$ cat src/rtl/sdrl_cfg.svh
/*
  Constants for the divider register loader: word lengths, field positions,
  register offsets and reset values. Assumes inclusion by bare name.
*/
`ifndef SDRL_CFG_SVH
`define SDRL_CFG_SVH
`define SDRL_C_BITS 8
`define SDRL_A_BITS 16
`define SDRL_R_BITS 24
`define SDRL_REF_LOW_BITS 13
`define SDRL_REF_TOP_LSB 13
`define SDRL_REF_TOP_MSB 15
`define SDRL_SWALLOW_BITS 6
`define SDRL_MAIN_BITS 10
`define SDRL_SWALLOW_MOD 64
`define SDRL_CNT_BITS 5
`define SDRL_OFF_CFG 8'h00
`define SDRL_OFF_SWAL 8'h04
`define SDRL_OFF_REF1 8'h08
`define SDRL_OFF_REF2 8'h0C
`define SDRL_OFF_CTRL 8'h10
`define SDRL_OFF_STAT 8'h14
`define SDRL_CTRL_RST 1'h0
`define SDRL_REF_RST 13'h0001
`define SDRL_SWAL_RST 16'h0041
`endif

$ cat src/rtl/sdrl_pkg.sv
/*
  Types shared by the divider register loader modules.
  Assumes sdrl_cfg.svh is reachable on the include path.
*/
`include "sdrl_cfg.svh"
package sdrl_pkg;
  typedef enum logic [1:0] {SDRL_W_NONE, SDRL_W_CFG, SDRL_W_SWAL, SDRL_W_REF} sdrl_word_e;
  typedef logic [`SDRL_REF_LOW_BITS-1:0] sdrl_ref_t;
  typedef logic [`SDRL_A_BITS-1:0] sdrl_swal_t;
endpackage

$ cat src/rtl/sdrl_ratio_if.sv
/*
  Carrier between the register loader and its counter block.
  Assumes one clock domain shared by both ends.
*/
`timescale 1ns/100ps
`default_nettype none
interface sdrl_ratio_if;
  import sdrl_pkg::*;
  sdrl_ref_t ref_ratio;
  sdrl_swal_t swal;
  logic update;
  logic run;
  logic ref_tick;
  logic fb_tick;
  logic f_r;
  logic f_v;
  modport ctl (output ref_ratio, swal, update, run, ref_tick, fb_tick, input f_r, f_v);
  modport div (input ref_ratio, swal, update, run, ref_tick, fb_tick, output f_r, f_v);
endinterface
`default_nettype wire

$ cat src/rtl/sdrl_top.sv
/*
  Serial load path of the synthesizer: synchronises the serial clock, data
  and load strobe, shifts words, commits them by length into the
  configuration, swallow and double-buffered reference registers, and shows
  them over an AXI4-Lite slave. Assumes link pins are asynchronous to clk.
*/
`timescale 1ns/100ps
`default_nettype none
`include "sdrl_cfg.svh"
module sdrl_top (
  input wire logic clk, // 10 MHz system clock
  input wire logic resetn, // Asynchronous reset, active low
  input wire logic sclk, // Serial shift clock pin
  input wire logic sdata, // Serial data pin
  input wire logic load_strobe_n, // Load strobe pin, shift while low
  input wire logic ref_in, // Reference input pin
  input wire logic fb_in, // Prescaled VCO input pin
  output logic data_out, // Serial overflow to the next device
  output logic [2:0] osc_sel, // Oscillator or divider select bits
  output logic f_r, // Reference divided pulse
  output logic f_v, // Feedback divided pulse
  input wire logic [7:0] s_axi_awaddr, // Write address
  input wire logic s_axi_awvalid, // Write address valid
  output logic s_axi_awready, // Write address ready
  input wire logic [31:0] s_axi_wdata, // Write data
  input wire logic [3:0] s_axi_wstrb, // Write strobes
  input wire logic s_axi_wvalid, // Write data valid
  output logic s_axi_wready, // Write data ready
  output logic [1:0] s_axi_bresp, // Write response
  output logic s_axi_bvalid, // Write response valid
  input wire logic s_axi_bready, // Write response ready
  input wire logic [7:0] s_axi_araddr, // Read address
  input wire logic s_axi_arvalid, // Read address valid
  output logic s_axi_arready, // Read address ready
  output logic [31:0] s_axi_rdata, // Read data
  output logic [1:0] s_axi_rresp, // Read response
  output logic s_axi_rvalid, // Read data valid
  input wire logic s_axi_rready // Read data ready
);
  import sdrl_pkg::*;
  logic [1:0] rst_sync_r;
  logic rst_n;
  logic [4:0] pin_s1_r, pin_s2_r, pin_d_r;
  logic sclk_rise, ld_rise, ld_low;
  logic [`SDRL_R_BITS-1:0] sr_r, sr_nxt;
  logic [`SDRL_CNT_BITS-1:0] cnt_r, cnt_nxt;
  logic [`SDRL_C_BITS-1:0] cfg_r, cfg_nxt;
  sdrl_swal_t swal_r, swal_nxt;
  sdrl_ref_t ref1_r, ref1_nxt, ref2_r, ref2_nxt;
  logic [2:0] top_r, top_nxt;
  logic upd_r, upd_nxt;
  logic ctrl_r, ctrl_nxt;
  sdrl_word_e word;
  logic [7:0] awa_r, awa_nxt;
  logic [31:0] wd_r, wd_nxt, rd_nxt;
  logic aw_have_r, aw_have_nxt, w_have_r, w_have_nxt;
  logic bv_nxt, rv_nxt;
  logic [1:0] br_nxt, rr_nxt;
  sdrl_ratio_if rif ();

  function automatic sdrl_word_e classify(input logic [`SDRL_CNT_BITS-1:0] n);
    if (n == '0) classify = SDRL_W_NONE;
    else if (n < `SDRL_CNT_BITS'(`SDRL_A_BITS)) classify = SDRL_W_CFG;
    else if (n < `SDRL_CNT_BITS'(`SDRL_R_BITS)) classify = SDRL_W_SWAL;
    else classify = SDRL_W_REF;
  endfunction

  always_ff @(posedge clk or negedge resetn) begin
    if (!resetn) rst_sync_r <= 2'h0;
    else rst_sync_r <= {rst_sync_r[0], 1'b1};
  end
  assign rst_n = rst_sync_r[1];

  // Bits: 0 sclk, 1 sdata, 2 strobe, 3 ref_in, 4 fb_in; stage 2 and its delayed copy are read
  always_ff @(posedge clk or negedge rst_n) begin
    if (!rst_n) begin
      pin_s1_r <= 5'h04;
      pin_s2_r <= 5'h04;
      pin_d_r <= 5'h04;
    end else begin
      pin_s1_r <= {fb_in, ref_in, load_strobe_n, sdata, sclk};
      pin_s2_r <= pin_s1_r;
      pin_d_r <= pin_s2_r;
    end
  end
  assign sclk_rise = pin_s2_r[0] && !pin_d_r[0];
  assign ld_rise = pin_s2_r[2] && !pin_d_r[2];
  assign ld_low = !pin_s2_r[2];
  assign word = classify(cnt_r);

  always_comb begin
    sr_nxt = sr_r;
    cnt_nxt = cnt_r;
    cfg_nxt = cfg_r;
    swal_nxt = swal_r;
    ref1_nxt = ref1_r;
    ref2_nxt = ref2_r;
    top_nxt = top_r;
    upd_nxt = 1'b0;
    if (ld_low && sclk_rise) begin
      sr_nxt = {sr_r[`SDRL_R_BITS-2:0], pin_s2_r[1]};
      if (cnt_r != '1) cnt_nxt = cnt_r + `SDRL_CNT_BITS'(1);
    end
    // A sclk edge with the strobe high shifts nothing, so a data-free strobe stays empty
    if (ld_rise) begin
      cnt_nxt = '0;
      case (word)
        SDRL_W_NONE: begin
          ref2_nxt = ref1_r;
          upd_nxt = 1'b1;
        end
        SDRL_W_CFG: cfg_nxt = sr_r[`SDRL_C_BITS-1:0];
        SDRL_W_SWAL: begin
          swal_nxt = sr_r[`SDRL_A_BITS-1:0];
          ref2_nxt = ref1_r;
          upd_nxt = 1'b1;
        end
        SDRL_W_REF: begin
          top_nxt = sr_r[`SDRL_REF_TOP_MSB:`SDRL_REF_TOP_LSB];
          ref1_nxt = sr_r[`SDRL_REF_LOW_BITS-1:0];
        end
        default: cnt_nxt = '0;
      endcase
    end
  end

  always_ff @(posedge clk or negedge rst_n) begin
    if (!rst_n) begin
      sr_r <= '0;
      cnt_r <= '0;
      cfg_r <= '0;
      swal_r <= `SDRL_SWAL_RST;
      ref1_r <= `SDRL_REF_RST;
      ref2_r <= `SDRL_REF_RST;
      top_r <= 3'h0;
      upd_r <= 1'b0;
    end else begin
      sr_r <= sr_nxt;
      cnt_r <= cnt_nxt;
      cfg_r <= cfg_nxt;
      swal_r <= swal_nxt;
      ref1_r <= ref1_nxt;
      ref2_r <= ref2_nxt;
      top_r <= top_nxt;
      upd_r <= upd_nxt;
    end
  end
  assign data_out = sr_r[`SDRL_R_BITS-1];
  assign osc_sel = top_r;

  assign rif.ref_ratio = ref2_r;
  assign rif.swal = swal_r;
  assign rif.update = upd_r;
  assign rif.run = ctrl_r;
  assign rif.ref_tick = pin_s2_r[3] && !pin_d_r[3];
  assign rif.fb_tick = pin_s2_r[4] && !pin_d_r[4];
  assign f_r = rif.f_r;
  assign f_v = rif.f_v;
  sdrl_divider i_sdrl_divider (.clk(clk), .rst_n(rst_n), .rif(rif));

  // Address and data are taken independently; the write lands once both are held
  always_comb begin
    awa_nxt = awa_r;
    wd_nxt = wd_r;
    aw_have_nxt = aw_have_r;
    w_have_nxt = w_have_r;
    bv_nxt = s_axi_bvalid && !s_axi_bready;
    br_nxt = s_axi_bresp;
    ctrl_nxt = ctrl_r;
    if (s_axi_awvalid && s_axi_awready) begin
      awa_nxt = s_axi_awaddr;
      aw_have_nxt = 1'b1;
    end
    if (s_axi_wvalid && s_axi_wready) begin
      wd_nxt = s_axi_wdata;
      w_have_nxt = s_axi_wstrb[0];
      w_have_nxt = 1'b1;
    end
    if (aw_have_r && w_have_r && !s_axi_bvalid) begin
      aw_have_nxt = 1'b0;
      w_have_nxt = 1'b0;
      bv_nxt = 1'b1;
      br_nxt = 2'h0;
      if (awa_r == `SDRL_OFF_CTRL) ctrl_nxt = wd_r[0];
      else if (awa_r > `SDRL_OFF_STAT || awa_r[1:0] != 2'h0) br_nxt = 2'h2;
    end
    rv_nxt = s_axi_rvalid && !s_axi_rready;
    rd_nxt = s_axi_rdata;
    rr_nxt = s_axi_rresp;
    if (s_axi_arvalid && s_axi_arready) begin
      rv_nxt = 1'b1;
      rr_nxt = 2'h0;
      case (s_axi_araddr)
        `SDRL_OFF_CFG: rd_nxt = 32'(cfg_r);
        `SDRL_OFF_SWAL: rd_nxt = 32'(swal_r);
        `SDRL_OFF_REF1: rd_nxt = 32'({top_r, ref1_r});
        `SDRL_OFF_REF2: rd_nxt = 32'(ref2_r);
        `SDRL_OFF_CTRL: rd_nxt = 32'(ctrl_r);
        `SDRL_OFF_STAT: rd_nxt = 32'({ld_low, cnt_r});
        default: begin
          rd_nxt = 32'h0;
          rr_nxt = 2'h2;
        end
      endcase
    end
  end

  always_ff @(posedge clk or negedge rst_n) begin
    if (!rst_n) begin
      awa_r <= 8'h00;
      wd_r <= 32'h0;
      aw_have_r <= 1'b0;
      w_have_r <= 1'b0;
      ctrl_r <= `SDRL_CTRL_RST;
      s_axi_awready <= 1'b0;
      s_axi_wready <= 1'b0;
      s_axi_bvalid <= 1'b0;
      s_axi_bresp <= 2'h0;
      s_axi_arready <= 1'b0;
      s_axi_rvalid <= 1'b0;
      s_axi_rdata <= 32'h0;
      s_axi_rresp <= 2'h0;
    end else begin
      awa_r <= awa_nxt;
      wd_r <= wd_nxt;
      aw_have_r <= aw_have_nxt;
      w_have_r <= w_have_nxt;
      ctrl_r <= ctrl_nxt;
      s_axi_awready <= !aw_have_nxt && !s_axi_awready;
      s_axi_wready <= !w_have_nxt && !s_axi_wready;
      s_axi_bvalid <= bv_nxt;
      s_axi_bresp <= br_nxt;
      s_axi_arready <= !rv_nxt && !s_axi_arready;
      s_axi_rvalid <= rv_nxt;
      s_axi_rdata <= rd_nxt;
      s_axi_rresp <= rr_nxt;
    end
  end
endmodule
`default_nettype wire

$ cat src/rtl/sdrl_divider.sv
/*
  Reference and feedback counters. New ratios are staged on update and taken
  by each counter only at the end of its current cycle.
  Assumes ticks are one-cycle pulses in the clk domain.
*/
`timescale 1ns/100ps
`default_nettype none
module sdrl_divider (
  input wire logic clk, // System clock
  input wire logic rst_n, // Synchronised reset, active low
  sdrl_ratio_if.div rif // Ratios in, divided pulses out
);
  import sdrl_pkg::*;
  logic [15:0] ref_cnt_r, ref_cnt_nxt, fb_cnt_r, fb_cnt_nxt;
  logic [15:0] ref_div_r, ref_div_nxt, fb_div_r, fb_div_nxt;
  logic [15:0] ref_stg_r, ref_stg_nxt, fb_stg_r, fb_stg_nxt;
  logic ref_pend_r, ref_pend_nxt, fb_pend_r, fb_pend_nxt;
  logic fr_r, fr_nxt, fv_r, fv_nxt;
  logic ref_end, fb_end;

  function automatic logic [15:0] fb_total(input sdrl_swal_t s);
    fb_total = 16'(s[15:6]) * 16'(`SDRL_SWALLOW_MOD) + 16'(s[5:0]);
  endfunction

  assign ref_end = rif.run && rif.ref_tick && ref_cnt_r <= 16'h0001;
  assign fb_end = rif.run && rif.fb_tick && fb_cnt_r <= 16'h0001;
  assign rif.f_r = fr_r;
  assign rif.f_v = fv_r;

  always_comb begin
    ref_stg_nxt = ref_stg_r;
    fb_stg_nxt = fb_stg_r;
    ref_pend_nxt = ref_pend_r;
    fb_pend_nxt = fb_pend_r;
    ref_div_nxt = ref_div_r;
    fb_div_nxt = fb_div_r;
    ref_cnt_nxt = ref_cnt_r;
    fb_cnt_nxt = fb_cnt_r;
    fr_nxt = ref_end;
    fv_nxt = fb_end;
    if (ref_end) begin
      ref_div_nxt = ref_pend_r ? ref_stg_r : ref_div_r;
      ref_cnt_nxt = ref_div_nxt;
      ref_pend_nxt = 1'b0;
    end else if (rif.run && rif.ref_tick) begin
      ref_cnt_nxt = ref_cnt_r - 16'h0001;
    end
    if (fb_end) begin
      fb_div_nxt = fb_pend_r ? fb_stg_r : fb_div_r;
      fb_cnt_nxt = fb_div_nxt;
      fb_pend_nxt = 1'b0;
    end else if (rif.run && rif.fb_tick) begin
      fb_cnt_nxt = fb_cnt_r - 16'h0001;
    end
    if (rif.update) begin
      ref_stg_nxt = 16'(rif.ref_ratio);
      fb_stg_nxt = fb_total(rif.swal);
      ref_pend_nxt = 1'b1;
      fb_pend_nxt = 1'b1;
    end
  end

  always_ff @(posedge clk or negedge rst_n) begin
    if (!rst_n) begin
      ref_cnt_r <= 16'h0001;
      fb_cnt_r <= 16'h0001;
      ref_div_r <= 16'h0001;
      fb_div_r <= 16'h0001;
      ref_stg_r <= 16'h0001;
      fb_stg_r <= 16'h0001;
      ref_pend_r <= 1'b0;
      fb_pend_r <= 1'b0;
      fr_r <= 1'b0;
      fv_r <= 1'b0;
    end else begin
      ref_cnt_r <= ref_cnt_nxt;
      fb_cnt_r <= fb_cnt_nxt;
      ref_div_r <= ref_div_nxt;
      fb_div_r <= fb_div_nxt;
      ref_stg_r <= ref_stg_nxt;
      fb_stg_r <= fb_stg_nxt;
      ref_pend_r <= ref_pend_nxt;
      fb_pend_r <= fb_pend_nxt;
      fr_r <= fr_nxt;
      fv_r <= fv_nxt;
    end
  end
endmodule
`default_nettype wire

$ cat config.mk
export PLATFORM = sky130hd
export DESIGN_NAME = sdrl_top
export DESIGN_NICKNAME = d
export VERILOG_FILES = /design/src/rtl/sdrl_pkg.sv /design/src/rtl/sdrl_ratio_if.sv /design/src/rtl/sdrl_top.sv /design/src/rtl/sdrl_divider.sv
export VERILOG_INCLUDE_DIRS = /design/src /design/src/rtl
export SDC_FILE = /design/constraint.sdc
export NUM_CORES = 1
export LEC_CHECK = 0
export BUFFER_PORTS_ARGS = -buffer_cell sky130_fd_sc_hd__buf_4
export CAP_MARGIN = 15
export CORE_UTILIZATION = 35
export CTS_BUF_LIST = sky130_fd_sc_hd__clkbuf_8
export CTS_CLUSTER_SIZE = 25
export DETAILED_ROUTE_END_ITERATION = 10
export GPL_TIMING_DRIVEN = 0
export RECOVER_POWER = 50
export SYNTH_ARGS = -nofsm -noshare
export SYNTH_HDL_FRONTEND = slang
export SYNTH_SLANG_ARGS = --single-unit
$ cat constraint.sdc
create_clock -name clk -period 12 [get_ports clk]
set_clock_uncertainty 0.15 [all_clocks]
set_input_delay 0 -clock clk [delete_from_list [all_inputs] [get_ports clk]]
set_output_delay 0 -clock clk [all_outputs]
set_load 0.03 [all_outputs]
==> flow_summary.yaml <==
placement:
  port_buffers: 57
  preCtsSetupSlack_ps: 9310
  gp_congestion: 0.822
  dp_hpwl_mm: 15.3
drt:
  wirelength_mm: 22.0
  drt_iter0_drc: 373
  via_per_inst: 4.96
  antenna_left: 0
  drc: 0
  vias: 6843
  wl_per_cell_um: 15.9
  drtPass1Iterations: 4
global_route:
  grt_pass1_wl_mm: 36.4
  busiest_layer: "met2"
  grt-ovfl-total: 0
  grt_pass1_vias: 6792
  grt_max_degree: 69
  grt_usage_pct: 15.8
  grt_use_met3_pct: 2.90
  use_met1_pct: 22.4
  met2_usage_pct: 24.4
  antenna_found_initial: 0
layout:
  final_cell_mix: "218 x dfrtp_1, 145 x mux2_2, 57 x clkbuf_1"
  multi_input_area_um2: 3980
  insertedDiodeCount: 0
  seqCellArea_um2: 5800
  final_common_cell: "dfrtp_1"
  drive_above_1_share_pct: 28.2
  nNetsFinal: 1044
  fillerInstances: 2665
  syn_to_final_growth_pct: 21.8
timing:
  tightest_slew_ps: 3540
  finalCriticalPeriod_ps: 5280
  hold_violations: 0
  rsz0062_at_grt: "no"
  slew_headroom_pct: -136
  slew_violations: 187
  post-route-period-util_pct: 44.0
  setup_slack_ps: 6720
  timing.fmax_mhz: 190
  tns_ps: 0
  setup_violations: 0
setup_path:
  rr_startpoint: "rst_sync_r[1]"
  cp_slowest_stage_delay_ps: 2580
  r2r-end: "awa_r[2]"
  path_cells: "clkbuf_1"
  crit_type: "reg2async"
  arrival_ps: 4950
  rr_worst_depth: 1
  cpMaxStageDelayCell: "clkbuf_1"
  cp.required_ps: 11680
  worstPathMaxFanout: 68
  critPathBufInv: 1
  start_kind: "register"
  r2r_setup_slack_ps: 6720
  crit_family: "buffers and inverters"
  cp-end-kind: "async pin"
cts:
  path_clk_slew_ps: 60
  htreeDepth: 2
  cts-buffers-inserted: 40
  clkLatencyLatePin_ps: 540
  cts_root_buffer: "clkbuf_8"
  post_cts_resized: 0
  clockBufferDepth: 3
  cts_tree: "built"
  cts_hold_buf: 46
  postCtsSetupBuffers: 0
  clkSinkCount: 231
pwr:
  powerDensity_nw_per_um2: 178
  static-leakage-power_uw: 0.00586
  vdd_drop_max_mv: 0.108
synth:
  ys_seq_area_share_pct: 57.5
  synthArstFlopShare_pct: 100
  ys_dominant_reg_cell: "dfrtp_1"
  synth.ff_latch_count: 231
  syn_inst: 808
  syn_avg_cell_area_um2: 12.5
  synth_area_um2: 10100
  synth-edff-count: 0
  yosysUniqueCellTypes: 69
  yosys_warnings: 0
hold_path:
  min_from: "s_axi_bready"
  hold_class: "in2reg"
  min_to: "s_axi_bvalid"
  whs_path_depth: 3
run:
  drv_cap: 3
status:
  status: "finished with violations"
  violations: "capacitance limit, slew limit"
floorplan:
  row_count: 61
  core_area_um2: 28100
  die_y_um: 172
  die-area_um2: 29500
  initial_utilization_pct: 35.9
  io_pins: 111
  fp.dieW_um: 172
flip-flops by register name (all words and copies together), names as in the netlist, 16 cells and up:
name / count
rif.swal: 16
sr_r: 24
i_sdrl_divider.ref_cnt_r: 16
i_sdrl_divider.fb_cnt_r: 16
i_sdrl_divider.fb_stg_r: 16
s_axi_rdata: 16
i_sdrl_divider.fb_div_r: 16
i_sdrl_divider.ref_div_r: 16
layer usage:
metal	vias to the layer above	routed length [um]
met3	35	850
met5	-	0
met2	130	10000
met4	0	382
li1	3233	-
met1	3445	10700
synthesized netlist by cell type (all sizes together), types with 2 or more instances:
library cell    n  share of area (%)
o41ai           3               0.26
or4             4               0.35
a21oi          19               0.94
a31oi           6               0.37
buf            32                2.0
and3b           2               0.17
nand2          41                1.5
mux2i          27                2.7
nor2           48                1.8
o22ai           3               0.19
inv            21               0.78
conb            2              0.074
a22o            6               0.52
nor4            8               0.56
dfstp          13                3.4
or3             4               0.25
nor2b          10               0.62
and2            5               0.31
o21a            3               0.22
ha              7               0.87
dfrtp         218                 54
nor4b           2               0.17
o2111ai         3               0.26
xnor2           3               0.26
nor3           20                1.1
mux4            2               0.45
and3            3               0.19
a211oi          8               0.69
nand3          15               0.74
a32o            5               0.50
mux2          145                 16
a211o           2               0.17
nand3b          3               0.22
nor3b           2               0.15
o311ai          5               0.43
or4b            4               0.43
o31ai           2               0.15
clkbuf         24               0.89
nand4           4               0.25
nand2b          6               0.37
a22oi          17                1.3
o21ai          36                1.8
per-stage QoR:
stage	power, uW	cell area, um^2	util (%)	hold slack, ps	cells
6_report	2190	12300	43.7	51.1	1381
5_1_grt	2330	12300	43.7	48.9	1381
4_1_cts	2220	12400	44.3	21.0	1381
3_5_place_dp	1450	11100	39.6	-365	1263
3_3_place_gp	1430	11000	39.3	-365	1260
2_1_floorplan	1310	10100	-	-446	825
power by group:
| part | internal (uW) | switching (uW) |
|---|---|---|
| sequential | 889 | 92.6 |
| clock | 422 | 313 |
| combinational | 210 | 265 |
final cells by class:
cell class	instances	share of cell area [%]
Timing Repair Buffer	106	6.63
Clock buffer	54	6.05
Tap cell	378	3.85
Buffer	56	2.38
Clock inverter	18	0.846
Sequential cell	231	47.2
Multi-Input combinational cell	517	32.4
Inverter	21	0.642
cells by family after synthesis:
logic type	after synthesis	share of synthesized area, %
flops	231	57.5
simple gates	184	9.44
mux	174	19.3
compound gates	129	8.76
buf+inv	77	3.69
fa+ha+maj	7	0.869
xor+xnor	4	0.348
other cells	2	0.0745
how the worst max path moves through the flow:
| stage | start | to | depth (start not counted) |
|---|---|---|---|
| after floorplan | rst_sync_r[1] | aw_have_r | 0 |
| after global placement | rst_sync_r[1] | i_sdrl_divider.ref_cnt_r[13] | 0 |
| after detailed placement | i_sdrl_divider.ref_cnt_r[0] | i_sdrl_divider.ref_div_r[3] | 7 |
| after CTS | s_axi_araddr[5] | s_axi_rdata[1] | 10 |
| after global routing | rst_sync_r[1] | awa_r[4] | 1 |
| final | rst_sync_r[1] | awa_r[2] | 1 |
Note: power is estimated with default switching activity, not from simulation.
